File: src/verilog/bcr_pkg.sv
// Purpose: shared constants and types for the bias control register bank
// Assumes: 8-bit registers reached by a parallel register port
// Notes: fuse storage contents arrive on plain inputs
`default_nettype none
package bcr_pkg;
  // --------------------------------------------------------------
  // register addresses
  // --------------------------------------------------------------
  localparam logic [4:0] ADDR_SYS_CTRL = 5'h00;
  localparam logic [4:0] ADDR_SENSE_REF = 5'h01;
  localparam logic [4:0] ADDR_CARRIER_GATE = 5'h02;
  localparam logic [4:0] ADDR_PEAKING_GATE = 5'h03;
  localparam logic [4:0] ADDR_UNLOCK_KEY = 5'h11;
  // --------------------------------------------------------------
  // field positions and values
  // --------------------------------------------------------------
  localparam int SOFT_RESET_BIT = 6;
  localparam int FUSE_REFRESH_BIT = 5;
  localparam logic [7:0] SENSE_MASK = 8'h3f;
  localparam logic [7:0] SYS_CTRL_WMASK = 8'h60;
  localparam logic [7:0] SENSE_DEFAULT = 8'h20;
  localparam logic [7:0] CARRIER_DEFAULT = 8'h80;
  localparam logic [7:0] PEAKING_DEFAULT = 8'h80;
  localparam logic [7:0] UNLOCK_KEY = 8'he3;
  // arbitrary revision value
  localparam logic [3:0] CHIP_REVISION = 4'h1;

  typedef struct packed {
    logic [7:0] sense;
    logic [7:0] carrier;
    logic [7:0] peaking;
  } bcr_dac_t;

  typedef enum logic [1:0] {
    LOAD_IDLE,
    LOAD_FUSE
  } bcr_load_t;
endpackage
`default_nettype wire

File: src/verilog/bcr_bank.sv
// Purpose: driver-stage bias register bank with fuse load and unlock key
// Assumes: one write or read request per cycle; all inputs except the asynchronous reset RSTN_I synchronous
// Notes: read data registered one cycle after the read strobe
// How it works
// writing soft reset restores DAC and privileged-mode defaults; control bits keep the written value
// fuse refresh reloads DAC registers from fuses
// host clears refresh bit after refresh completes
// bits 0-3 hold fixed read-only revision
// control bits read zero after reset
// sense reference six bits, default 0x20
// carrier gate eight bits, default 0x80
// peaking gate eight bits, default 0x80
// code 0x00 gives ceiling gate voltage
// reset copies fuse values into DAC registers
// fallback defaults only when fuses unprogrammed
// DAC writes only accepted while privileged
// key 0xE3 enters privileged mode, else leaves
// unavailable bits read zero, ignore writes
`timescale 1ns/100ps
`default_nettype none
module bcr_bank
  import bcr_pkg::*;
(
  input wire logic CLK_SYS_I,
  input wire logic RSTN_I,
  input wire logic [4:0] ADDR_I,
  input wire logic WR_I,
  input wire logic RD_I,
  input wire logic [7:0] WDATA_I,
  input wire bcr_dac_t FUSE_I,
  input wire logic FUSE_PROG_I,
  output logic [7:0] RDATA_O,
  output logic RVALID_O,
  output bcr_dac_t DAC_O,
  output logic PRIV_O
);
  // --------------------------------------------------------------
  // decode
  // --------------------------------------------------------------
  logic [7:0] sys_q;
  logic [7:0] sys_d;
  bcr_dac_t dac_q;
  bcr_dac_t dac_d;
  logic priv_q;
  logic priv_d;
  bcr_load_t load_q;
  bcr_load_t load_d;
  logic [7:0] rdata_q;
  logic [7:0] rdata_d;
  logic rvalid_q;
  logic soft_reset_q;
  wire wr_sys = WR_I && (ADDR_I == ADDR_SYS_CTRL);
  wire wr_key = WR_I && (ADDR_I == ADDR_UNLOCK_KEY);
  wire wr_dac_ok = WR_I && priv_q;
  wire wr_sense = wr_dac_ok && (ADDR_I == ADDR_SENSE_REF);
  wire wr_carrier = wr_dac_ok && (ADDR_I == ADDR_CARRIER_GATE);
  wire wr_peaking = wr_dac_ok && (ADDR_I == ADDR_PEAKING_GATE);
  wire soft_reset_set = wr_sys && WDATA_I[SOFT_RESET_BIT];
  wire refresh_set = wr_sys && WDATA_I[FUSE_REFRESH_BIT];
  // fuse image or fallback defaults
  wire bcr_dac_t fuse_image = FUSE_PROG_I ? FUSE_I :
    bcr_dac_t'{SENSE_DEFAULT, CARRIER_DEFAULT, PEAKING_DEFAULT};
  wire bcr_dac_t fuse_masked = bcr_dac_t'{fuse_image.sense & SENSE_MASK,
    fuse_image.carrier, fuse_image.peaking};
  wire [7:0] sys_view = {1'b0, sys_q[6:5], 1'b0, CHIP_REVISION};
  // --------------------------------------------------------------
  // next state
  // --------------------------------------------------------------
  always_comb
  begin
    sys_d = sys_q;
    dac_d = dac_q;
    priv_d = priv_q;
    load_d = LOAD_IDLE;
    if (wr_sys)
    begin
      sys_d = WDATA_I & SYS_CTRL_WMASK;
    end
    if (wr_key)
    begin
      priv_d = (WDATA_I == UNLOCK_KEY);
    end
    if (wr_sense)
    begin
      dac_d.sense = WDATA_I & SENSE_MASK;
    end
    if (wr_carrier)
    begin
      dac_d.carrier = WDATA_I;
    end
    if (wr_peaking)
    begin
      dac_d.peaking = WDATA_I;
    end
    case (load_q)
      LOAD_FUSE:
      begin
        dac_d = fuse_masked;
      end
      LOAD_IDLE:
      begin
      end
      default:
      begin
      end
    endcase
    if (refresh_set)
    begin
      load_d = LOAD_FUSE;
    end
    if (soft_reset_set)
    begin
      // DAC and privileged mode back to defaults, control bits kept as written
      priv_d = 1'b0;
      load_d = LOAD_FUSE;
    end
  end

  // --------------------------------------------------------------
  // read selection
  // --------------------------------------------------------------
  wire rd_sys = (ADDR_I == ADDR_SYS_CTRL);
  wire rd_sense = (ADDR_I == ADDR_SENSE_REF);
  wire rd_carrier = (ADDR_I == ADDR_CARRIER_GATE);
  wire rd_peaking = (ADDR_I == ADDR_PEAKING_GATE);
  // unmapped and write-only addresses read zero
  assign rdata_d = ({8{rd_sys}} & sys_view)
    | ({8{rd_sense}} & dac_q.sense)
    | ({8{rd_carrier}} & dac_q.carrier)
    | ({8{rd_peaking}} & dac_q.peaking);
  // --------------------------------------------------------------
  // registers
  // --------------------------------------------------------------
  always_ff @(posedge CLK_SYS_I or negedge RSTN_I)
  begin
    if (!RSTN_I)
    begin
      sys_q <= 8'h00;
      dac_q <= '0;
      priv_q <= 1'b0;
      load_q <= LOAD_FUSE;
      soft_reset_q <= 1'b0;
    end
    else
    begin
      sys_q <= sys_d;
      dac_q <= dac_d;
      priv_q <= priv_d;
      load_q <= load_d;
      soft_reset_q <= soft_reset_set;
    end
  end

  always_ff @(posedge CLK_SYS_I or negedge RSTN_I)
  begin
    if (!RSTN_I)
    begin
      rdata_q <= 8'h00;
      rvalid_q <= 1'b0;
    end
    else
    begin
      rdata_q <= RD_I ? rdata_d : rdata_q;
      rvalid_q <= RD_I;
    end
  end

  assign RDATA_O = rdata_q;
  assign RVALID_O = rvalid_q;
  assign DAC_O = dac_q;
  assign PRIV_O = priv_q;
  // --------------------------------------------------------------
  // assertions
  // --------------------------------------------------------------
  a_refresh_loads_fuse: assert property (@(posedge CLK_SYS_I) disable iff (!RSTN_I)
    refresh_set |=> ##1 (dac_q == fuse_masked))
    else $error("refresh did not load fuse image");
  a_locked_write_dropped: assert property (@(posedge CLK_SYS_I) disable iff (!RSTN_I)
    (WR_I && !priv_q && load_q == LOAD_IDLE && !refresh_set && !soft_reset_set)
    |=> $stable(dac_q))
    else $error("DAC changed while locked");
  a_key_enters_priv: assert property (@(posedge CLK_SYS_I) disable iff (!RSTN_I)
    (wr_key && WDATA_I == UNLOCK_KEY && !soft_reset_set) |=> priv_q)
    else $error("unlock key ignored");
  a_other_key_leaves: assert property (@(posedge CLK_SYS_I) disable iff (!RSTN_I)
    (wr_key && WDATA_I != UNLOCK_KEY) |=> !priv_q)
    else $error("wrong key kept privileged mode");
  a_revision_fixed: assert property (@(posedge CLK_SYS_I) disable iff (!RSTN_I)
    RD_I && ADDR_I == ADDR_SYS_CTRL |=> RDATA_O[3:0] == CHIP_REVISION)
    else $error("revision field altered");
  a_reserved_zero: assert property (@(posedge CLK_SYS_I) disable iff (!RSTN_I)
    RD_I && (ADDR_I == ADDR_SYS_CTRL || ADDR_I == ADDR_SENSE_REF)
    |=> (RDATA_O[7] == 1'b0)
    && ($past(ADDR_I) != ADDR_SYS_CTRL || RDATA_O[4] == 1'b0)
    && ($past(ADDR_I) != ADDR_SENSE_REF || RDATA_O[6] == 1'b0))
    else $error("reserved bit read as one");
  a_sense_six_bits: assert property (@(posedge CLK_SYS_I) disable iff (!RSTN_I)
    dac_q.sense[7:6] == 2'b00)
    else $error("sense register upper bits set");
  a_soft_reset_reload: assert property (@(posedge CLK_SYS_I) disable iff (!RSTN_I)
    soft_reset_set |=> !priv_q ##1 (dac_q == fuse_masked))
    else $error("soft reset did not restore defaults");
  a_carrier_write: assert property (@(posedge CLK_SYS_I) disable iff (!RSTN_I)
    (wr_carrier && load_q == LOAD_IDLE && !refresh_set && !soft_reset_set)
    |=> dac_q.carrier == $past(WDATA_I))
    else $error("carrier gate write lost");
  c_unlock_write: cover property (@(posedge CLK_SYS_I) disable iff (!RSTN_I)
    priv_q && wr_peaking);
  c_refresh: cover property (@(posedge CLK_SYS_I) disable iff (!RSTN_I) refresh_set);
  c_soft_reset: cover property (@(posedge CLK_SYS_I) disable iff (!RSTN_I) soft_reset_q);

  // --------------------------------------------------------------
  // assertions: reset and fuse load
  // --------------------------------------------------------------
  a_reset_clears_ctrl: assert property (@(posedge CLK_SYS_I) disable iff (!RSTN_I)
    $rose(RSTN_I) |-> (sys_q == 8'h00) && !priv_q)
    else $error("control bits set after reset");

  a_reset_starts_load: assert property (@(posedge CLK_SYS_I) disable iff (!RSTN_I)
    $rose(RSTN_I) |-> (load_q == LOAD_FUSE))
    else $error("no fuse load pending after reset");

  a_refresh_sets_load: assert property (@(posedge CLK_SYS_I) disable iff (!RSTN_I)
    refresh_set |=> (load_q == LOAD_FUSE))
    else $error("refresh did not request a fuse load");

  // load wins over a same-cycle DAC write
  a_load_applies_fuse: assert property (@(posedge CLK_SYS_I) disable iff (!RSTN_I)
    (load_q == LOAD_FUSE) |=> (dac_q == $past(fuse_masked)))
    else $error("fuse load not applied");

  a_fallback_defaults: assert property (@(posedge CLK_SYS_I) disable iff (!RSTN_I)
    (load_q == LOAD_FUSE) && !FUSE_PROG_I
    |=> (dac_q == bcr_dac_t'{SENSE_DEFAULT, CARRIER_DEFAULT, PEAKING_DEFAULT}))
    else $error("fallback defaults not loaded");

  a_fuse_precedence: assert property (@(posedge CLK_SYS_I) disable iff (!RSTN_I)
    (load_q == LOAD_FUSE) && FUSE_PROG_I
    |=> (dac_q.carrier == $past(FUSE_I.carrier))
    && (dac_q.peaking == $past(FUSE_I.peaking)))
    else $error("programmed fuses lost to defaults");

  // --------------------------------------------------------------
  // assertions: register writes
  // --------------------------------------------------------------
  a_sys_write_mask: assert property (@(posedge CLK_SYS_I) disable iff (!RSTN_I)
    wr_sys |=> (sys_q == ($past(WDATA_I) & SYS_CTRL_WMASK)))
    else $error("control register write mask wrong");

  a_sys_unused_clear: assert property (@(posedge CLK_SYS_I) disable iff (!RSTN_I)
    (sys_q & ~SYS_CTRL_WMASK) == 8'h00)
    else $error("unused control bits stored");

  a_soft_reset_kept: assert property (@(posedge CLK_SYS_I) disable iff (!RSTN_I)
    soft_reset_set |=> sys_q[SOFT_RESET_BIT])
    else $error("soft reset bit not held for host");

  a_sense_write: assert property (@(posedge CLK_SYS_I) disable iff (!RSTN_I)
    (wr_sense && load_q == LOAD_IDLE)
    |=> (dac_q.sense == ($past(WDATA_I) & SENSE_MASK)))
    else $error("sense reference write lost");

  a_peaking_write: assert property (@(posedge CLK_SYS_I) disable iff (!RSTN_I)
    (wr_peaking && load_q == LOAD_IDLE)
    |=> (dac_q.peaking == $past(WDATA_I)))
    else $error("peaking gate write lost");

  a_gate_code_verbatim: assert property (@(posedge CLK_SYS_I) disable iff (!RSTN_I)
    (wr_carrier && load_q == LOAD_IDLE && WDATA_I == 8'h00)
    |=> (DAC_O.carrier == 8'h00))
    else $error("ceiling code not passed to carrier gate");

  a_priv_key_only: assert property (@(posedge CLK_SYS_I) disable iff (!RSTN_I)
    (!wr_key && !soft_reset_set) |=> $stable(priv_q))
    else $error("privileged mode changed without key");

  // --------------------------------------------------------------
  // assertions: reads
  // --------------------------------------------------------------
  a_read_answers: assert property (@(posedge CLK_SYS_I) disable iff (!RSTN_I)
    RD_I |=> RVALID_O)
    else $error("read not answered");

  a_read_idle_quiet: assert property (@(posedge CLK_SYS_I) disable iff (!RSTN_I)
    !RD_I |=> !RVALID_O && $stable(RDATA_O))
    else $error("read answer without request");

  a_dac_read_back: assert property (@(posedge CLK_SYS_I) disable iff (!RSTN_I)
    (RD_I && ADDR_I == ADDR_CARRIER_GATE)
    |=> (RDATA_O == $past(dac_q.carrier)))
    else $error("carrier gate read back wrong");

  a_key_not_readable: assert property (@(posedge CLK_SYS_I) disable iff (!RSTN_I)
    (RD_I && ADDR_I == ADDR_UNLOCK_KEY) |=> (RDATA_O == 8'h00))
    else $error("unlock key readable");

  // --------------------------------------------------------------
  // covers
  // --------------------------------------------------------------
  c_locked_drop: cover property (@(posedge CLK_SYS_I) disable iff (!RSTN_I)
    WR_I && !priv_q && (ADDR_I == ADDR_CARRIER_GATE));
  c_key_leave: cover property (@(posedge CLK_SYS_I) disable iff (!RSTN_I)
    wr_key && (WDATA_I != UNLOCK_KEY));
endmodule // bcr_bank
`default_nettype wire

File: config.mk
export PLATFORM = sky130hd
export DESIGN_NAME = bcr_bank
export DESIGN_NICKNAME = d
export VERILOG_FILES = /design/src/verilog/bcr_pkg.sv /design/src/verilog/bcr_bank.sv
export SDC_FILE = /design/constraint.sdc
export NUM_CORES = 1
export LEC_CHECK = 0
export BUFFER_PORTS_ARGS = -buffer_cell sky130_fd_sc_hd__buf_4
export CORE_UTILIZATION = 43
export CTS_CLUSTER_DIAMETER = 150
export DETAILED_ROUTE_END_ITERATION = 12
export PLACE_DENSITY = 0.73
export SLEW_MARGIN = 25
export SYNTH_ARGS = -nofsm -noshare
export SYNTH_HDL_FRONTEND = slang
export SYNTH_SLANG_ARGS = --single-unit
File: constraint.sdc
create_clock -name CLK_SYS_I -period 1.3 [get_ports CLK_SYS_I]
set_input_delay 0.065 -clock CLK_SYS_I [delete_from_list [all_inputs] [get_ports CLK_SYS_I]]
set_output_delay 0.065 -clock CLK_SYS_I [all_outputs]
set_load 0.01 [all_outputs]
==> impl_metrics.json, run 1 <==
{
  "clkTransAtPathRegs_ns": 0.06,
  "cp_slowest_stage_delay_ns": 0.39,
  "drt_wl_total_um": 5050,
  "ys_seq_area_share_pct": 46.2,
  "arrival_ns": 1.45,
  "p_leak_nw": 1.46,
  "clock_latency_ns": 0.29,
  "maxCapViolCount": 0,
  "start_util_pct": 46.2,
  "ir_drop_v": 0.000618,
  "finalNetCount": 306,
  "outcome": "finished clean",
  "fin_crit_sh_pct": 98.2,
  "combPwrFrac_pct": 26.1,
  "port_buffers": 71,
  "grt_pass1_vias": 1607,
  "rows": 23,
  "path_buf_inv": 0,
  "cp_cell_sequence": "and4b_1 -> a21boi_1 -> o32a_1",
  "detailed_place_hpwl_um": 3840,
  "synth-compound-area-share_pct": 14.5,
  "final_common_cell": "buf_4",
  "crit_path_end_kind": "register",
  "grt_max_degree": 36,
  "pwr-share-clk_pct": 26.5,
  "path_delay_family": "compound AO/OA/AOI/OAI gates",
  "crit_type": "reg -> reg",
  "swShare_pct": 29.1,
  "cts_buffers": 5,
  "first_pass_iters": 4,
  "grt_pass1_wl_um": 7990,
  "cts_tree": "yes",
  "cts.path.max_buffers": 2,
  "rsz0062_at_grt": "false",
  "synth_flop_cell": "dfrtp_1",
  "core_area_um2": 4120,
  "yosys.area_share.simple_pct": 13.3,
  "final.setup.tns_ns": 0,
  "p_seq_share_pct": 47.4,
  "drive_gt1_share_pct": 37.0,
  "wl_per_cell_um": 16.0,
  "drc": 0,
  "avgSynthCellArea_um2": 10.4,
  "die_h_um": 68.5,
  "finClkSkew_ns": 0.00533,
  "die_area_um2": 4690,
  "crit_required_ns": 1.47,
  "cts.sinks": 35,
  "synth_cell_types": 40,
  "startpoint_type": "register",
  "yosysWarnings": 0,
  "synth_area_um2": 1900,
  "maxSlewViolCount": 0,
  "syn_to_final_growth_pct": 41.4,
  "switching_power_mw": 0.830,
  "grt-ovfl-total": 0,
  "setup_viol_count_final": 0,
  "most-common-layout-cells": "buf_4 (78), dfrtp_1 (34), inv_1 (30), mux2i_1 (22), a21oi_1 (19)",
  "crit_slowest_cell": "dfrtp_1",
  "io_pins": 76,
  "insertedDiodeCount": 0,
  "synth_mux_area_share_pct": 16.9,
  "fmax_mhz": 783,
  "cts_root_buffer": "clkbuf_8",
  "viasPerCell": 5.27,
  "synth-xor-area-share_pct": 0,
  "h-tree-depth": 2,
  "num_vias": 1661,
  "p_int_mw": 2.02,
  "synth_top_family_by_area": "multiplexers",
  "synth_edf_count": 0,
  "drt_iter0_drc": 86,
  "synth-seq-cells": 35,
  "syn_inst": 182,
  "track_usage_pct": 24.5,
  "async_reset_ff_share_pct": 100,
  "power_density_nw_per_um2": 1060,
  "postRouteAntennaNets": 0,
  "antenna_found_initial": 0,
  "synthAdderAreaFrac_pct": 0,
  "power_mw": 2.85,
  "die_x_um": 68.5,
  "post-route-min-period_ns": 1.28,
  "hold_path.class": "in -> reg",
  "path_max_fanout": 4,
  "hold_viol": 0,
  "gp_congestion": 0.824
}
-- routing by layer --
layer  share of wire, %  vias up  GRT usage, %
met5                  0        -             0
met4                1.7        0          10.2
met3                5.4        8          5.50
met2                 48       54          39.3
met1                 45      808          31.6
li1                   -      791             -
-- through the flow --
stage / setup WS, ns / util (%) / instance area (µm²) / hold WS [ns] / instances
after floorplan: 0.00129 / - / 1900 / -0.231 / 183
after global placement: 0.0620 / 62.4 / 2570 / 0.0428 / 304
after detailed placement: 0.00888 / 62.4 / 2570 / 0.0459 / 304
after CTS: 0.00443 / 65.0 / 2680 / 0.0151 / 314
after global routing: 0.00532 / 65.2 / 2690 / 0.0143 / 315
final: 0.0230 / 65.2 / 2690 / 0.0179 / 315
-- cells in the mapped netlist (2+ instances only) --
master | count | area, µm²
dfrtp_1 | 34 | 851
inv_1 | 30 | 113
mux2i_1 | 22 | 220
a21oi_1 | 19 | 95.1
nor2b_1 | 8 | 50.1
mux2_1 | 7 | 78.8
buf_2 | 6 | 30.0
nand4_1 | 5 | 31.3
o22ai_1 | 5 | 31.3
nor2_1 | 4 | 15.0
and4b_1 | 3 | 30.0
buf_4 | 3 | 22.5
nand2_1 | 3 | 11.3
nand3_1 | 3 | 15.0
o221ai_1 | 3 | 26.3
a22oi_1 | 2 | 15.0
o21ai_1 | 2 | 10.0
-- path summary, 6_finish.rpt --
kind                                       from                    end  slack (ns)  depth (start not counted)
setup / recovery             PRIV_O$_DFFE_PN0P_  DAC_O[21]$_DFFE_PN0P_        0.02                          3
hold / removal                       FUSE_I[21]  DAC_O[21]$_DFFE_PN0P_        0.02                          2
setup reg to reg             PRIV_O$_DFFE_PN0P_  DAC_O[21]$_DFFE_PN0P_        0.02                          3
hold reg to reg            sys_q[6]$_DFFE_PN0N_   sys_q[6]$_DFFE_PN0N_        0.50                          1
max in group asynchronous                RSTN_I    load_q[0]$_DFF_PN1_        0.68                          2
min in group asynchronous                RSTN_I   DAC_O[0]$_DFFE_PN0P_        0.27                          2
-- timing repair --
item / in CTS / in global routing
pin swaps: 0 / 2
hold buffers: 2 / 0
hold endpoints to repair: 35 / 0
buffers inserted: 0 / 1
endpoints found under the setup margin: 1 / 10
gates resized for setup: 1 / 1
-- cell type report --
cell class | count | area [µm²]
clock buffers | 8 | 80.1
flip-flops and latches | 35 | 877
inverters | 30 | 113
repair buffers | 84 | 686
multi-input cells | 108 | 867
well taps | 50 | 62.6
fillers | 362 | 1430
-- registers in the layout (all words and copies together), names as in the netlist --
signal	count
RVALID_O	1
DAC_O	22
RDATA_O	8
sys_q	2
load_q	1
PRIV_O	1
-- kinds of logic after synthesis --
group | count (synthesis)
multiplexers | 30
other | 1
buffers and inverters | 40
flip-flops | 35
AO/OA/AOI/OAI | 40
AND/OR/NAND/NOR | 36
-- power by group through the flow --
stage	combinational (mW)	sequential, mW	clock (mW)
CTS	0.753	1.35	0.776
global route	0.822	1.37	0.824
finish	0.745	1.35	0.755
global placement	0.720	1.37	0
floorplan	0.273	1.41	0
detailed placement	0.742	1.37	0
No activity file was read; power rests on OpenSTA's default activity.
==> run 2: changes to the inputs <==
--- a/config.mk
+++ b/config.mk
@@ -5,11 +5,12 @@
 export SDC_FILE = /design/constraint.sdc
 export NUM_CORES = 1
 export LEC_CHECK = 0
-export BUFFER_PORTS_ARGS = -buffer_cell sky130_fd_sc_hd__buf_4
-export CORE_UTILIZATION = 43
+export ABC_AREA = 1
+export CORE_UTILIZATION = 56
 export CTS_CLUSTER_DIAMETER = 150
 export DETAILED_ROUTE_END_ITERATION = 12
-export PLACE_DENSITY = 0.73
+export DONT_BUFFER_PORTS = 1
+export PLACE_DENSITY = 0.72
 export SLEW_MARGIN = 25
 export SYNTH_ARGS = -nofsm -noshare
 export SYNTH_HDL_FRONTEND = slang
==> impl_metrics.json, run 2 <==
{
  "crit_top_cell": "nand2_1",
  "cts.path.max_buffers": 2,
  "gp_congestion": 0.886,
  "detailed_place_hpwl_um": 3480,
  "fmax_mhz": 786,
  "gr-usage-met1_pct": 38.2,
  "track_usage_pct": 31.0,
  "avgSynthCellArea_um2": 7.54,
  "wl_per_cell_um": 16.1,
  "clock_latency_ns": 0.34,
  "stdcell_area_um2": 2560,
  "power_mw": 2.57,
  "worstMarginPinSlew_ns": 0.549,
  "syn_to_final_growth_pct": 34.4,
  "use_met3_pct": 9.59,
  "placed_area_um2": 1980,
  "largest_register_ffs": 22,
  "crit_path_end_kind": "register",
  "arrival_ns": 1.50,
  "yosysTopAreaCell": "dfrtp_1",
  "path_max_fanout": 9,
  "grt_pass1_wl_um": 8190,
  "drt_wl_total_um": 5600,
  "reg2reg_slack_ns": 0.03,
  "crit_type": "reg -> reg",
  "synth_cell_types": 27,
  "crit_slowest_cell": "dfstp_2",
  "hold_slack_ns": -0.0127,
  "placedCellCount": 297,
  "h-tree-depth": 2,
  "maxSlewViolCount": 0,
  "first_pass_iters": 4,
  "worst_hold_path.num_cells": 4,
  "yosys.area.top_type_share_pct": 44.6,
  "start_util_pct": 60.5,
  "rsz0062_at_grt": "true",
  "post-route-min-period_ns": 1.27,
  "drc": 0,
  "cts.sinks": 35,
  "cts_root_buffer": "clkbuf_4",
  "fin_crit_sh_pct": 97.9,
  "cts_buffers": 5,
  "synth-seq-cells": 35,
  "finClkSkew_ns": 0.00959,
  "crit_required_ns": 1.52,
  "cts_tree": "yes",
  "power_density_nw_per_um2": 1000,
  "min_from": "WDATA_I[1]",
  "final_cell_count_no_fill": 348,
  "die_area_um2": 3640,
  "most-common-layout-cells": "nand2_1 (72), dlygate4sd3_1 (35), dfrtp_1 (34), nor2_1 (31), inv_1 (24)",
  "outcome": "complete, but fails checks",
  "startpoint_type": "register",
  "hold_viol": 3,
  "die_x_um": 60.4,
  "synthTopCellsByArea": "dfrtp_1 (45%), nand2_1 (16%), o21ai_0 (7.1%), nor2_1 (6.3%), inv_1 (4.9%)",
  "cp_slowest_stage_delay_ns": 0.59,
  "drt_iter0_drc": 156,
  "synth_area_um2": 1910,
  "async_reset_ff_share_pct": 100,
  "io_pins": 76,
  "grt-busiest-layer": "met2",
  "core_area_um2": 3150,
  "setup_viol_count_final": 0,
  "nFillCells": 220,
  "crit_path_start": "load_q[0]$_DFF_PN1_",
  "die_h_um": 60.4,
  "finalNetCount": 345,
  "rows": 20,
  "antenna_found_initial": 1,
  "final.setup.tns_ns": 0,
  "final_common_cell": "nand2_1",
  "synth_edf_count": 0,
  "grt_pass1_vias": 1835,
  "yosysWarnings": 0,
  "p_leak_nw": 1.20,
  "cp_cell_sequence": "clkinvlp_4 -> buf_12 -> nand2_2 -> nand2_1 -> nand2_1 -> o21ai_0",
  "synthTopCellsByCount": "nand2_1 (81), dfrtp_1 (34), nor2_1 (32)",
  "violations": "hold timing",
  "viasPerCell": 5.47,
  "clkTransAtPathRegs_ns": 0.11,
  "grt-ovfl-total": 0,
  "synth_most_common_cell": "nand2_1",
  "grt_max_degree": 36,
  "num_vias": 1903,
  "maxCapViolCount": 0,
  "syn_inst": 253,
  "timing.rr.start": "load_q[0]$_DFF_PN1_",
  "postRouteAntennaNets": 0,
  "grtUsageMet2_pct": 52.6,
  "r2r_cells": 6,
  "maxSlewHeadroom_pct": 63.3,
  "hold_path.class": "in -> reg",
  "ys_seq_area_share_pct": 46.0,
  "port_buffers": 0,
  "ir_drop_v": 0.000515,
  "synth_flop_cell": "dfrtp_1",
  "drive_gt1_share_pct": 16.5
}
-- run 2: final timing paths --
path / endpoint
worst max-delay path: DAC_O[10]$_DFFE_PN0P_
worst min-delay path: DAC_O[1]$_DFFE_PN0P_
worst max register to register: DAC_O[10]$_DFFE_PN0P_
worst min register to register: sys_q[5]$_DFFE_PN0N_
max in group asynchronous: load_q[0]$_DFF_PN1_
min in group asynchronous: RVALID_O$_DFF_PN0_
-- run 2: what timing repair did --
item / 4_1_cts / 5_1_grt
hold buffers: 36 / 2
resized for setup: 0 / 25
buffers inserted: 0 / 3
endpoints found under the setup margin: 0 / 23
endpoints found under the hold margin: 67 / 5
-- run 2: kinds of logic after synthesis --
family,count (synthesis),synth area share (%)
simple gates,146,34.3
buf+inv,36,8.53
compound gates,35,11.0
flops,35,46.0
other cells,1,0.197
-- run 2: final cells by class --
type,count,area (µm²),area share (%)
antenna,1,2.50,0.0977
clock buffer,6,51.3,2.00
clock inverter,1,5.00,0.195
inverter,27,108,4.20
multi-input combinational,185,945,36.9
sequential,35,877,34.2
tap,44,55.1,2.15
timing repair buffer,49,519,20.3
-- run 2: report_power, final --
group / leakage [nW] / total [mW] / switching (mW) / internal (mW)
combinational: 0.724 / 0.456 / 0.244 / 0.211
sequential: 0.444 / 1.52 / 0.247 / 1.27
clock: 0.0341 / 0.599 / 0.349 / 0.250
total: 1.20 / 2.57 / 0.840 / 1.73
-- run 2: per-stage QoR --
stage	util [%]	worst slack, ns	hold WS [ns]
after floorplan	-	0.0476	-0.231
after global placement	62.7	0.0468	-0.230
after detailed placement	62.7	0.00369	-0.230
after CTS	76.2	0.000734	0.00130
after global routing	81.2	-0.0291	0.00619
final	81.3	0.0272	-0.0127
-- run 2: worst max-delay path: cells and delay by family, from the launching register on --
| family | cells | cell delay (ns) |
|---|---|---|
| buffers and inverters | 2 | 0.29 |
| and+or+nand+nor | 3 | 0.20 |
| AOI/OAI and AO/OA | 1 | 0.08 |
| DFF | 1 | 0.59 |
-- run 2: routing by layer --
layer / up-vias / part of all wire [%] / wire length, µm
met5: - / 0 / 0
met4: 0 / 2.0 / 111
met3: 15 / 11 / 591
met2: 116 / 49 / 2740
met1: 865 / 38 / 2150
li1: 907 / - / -
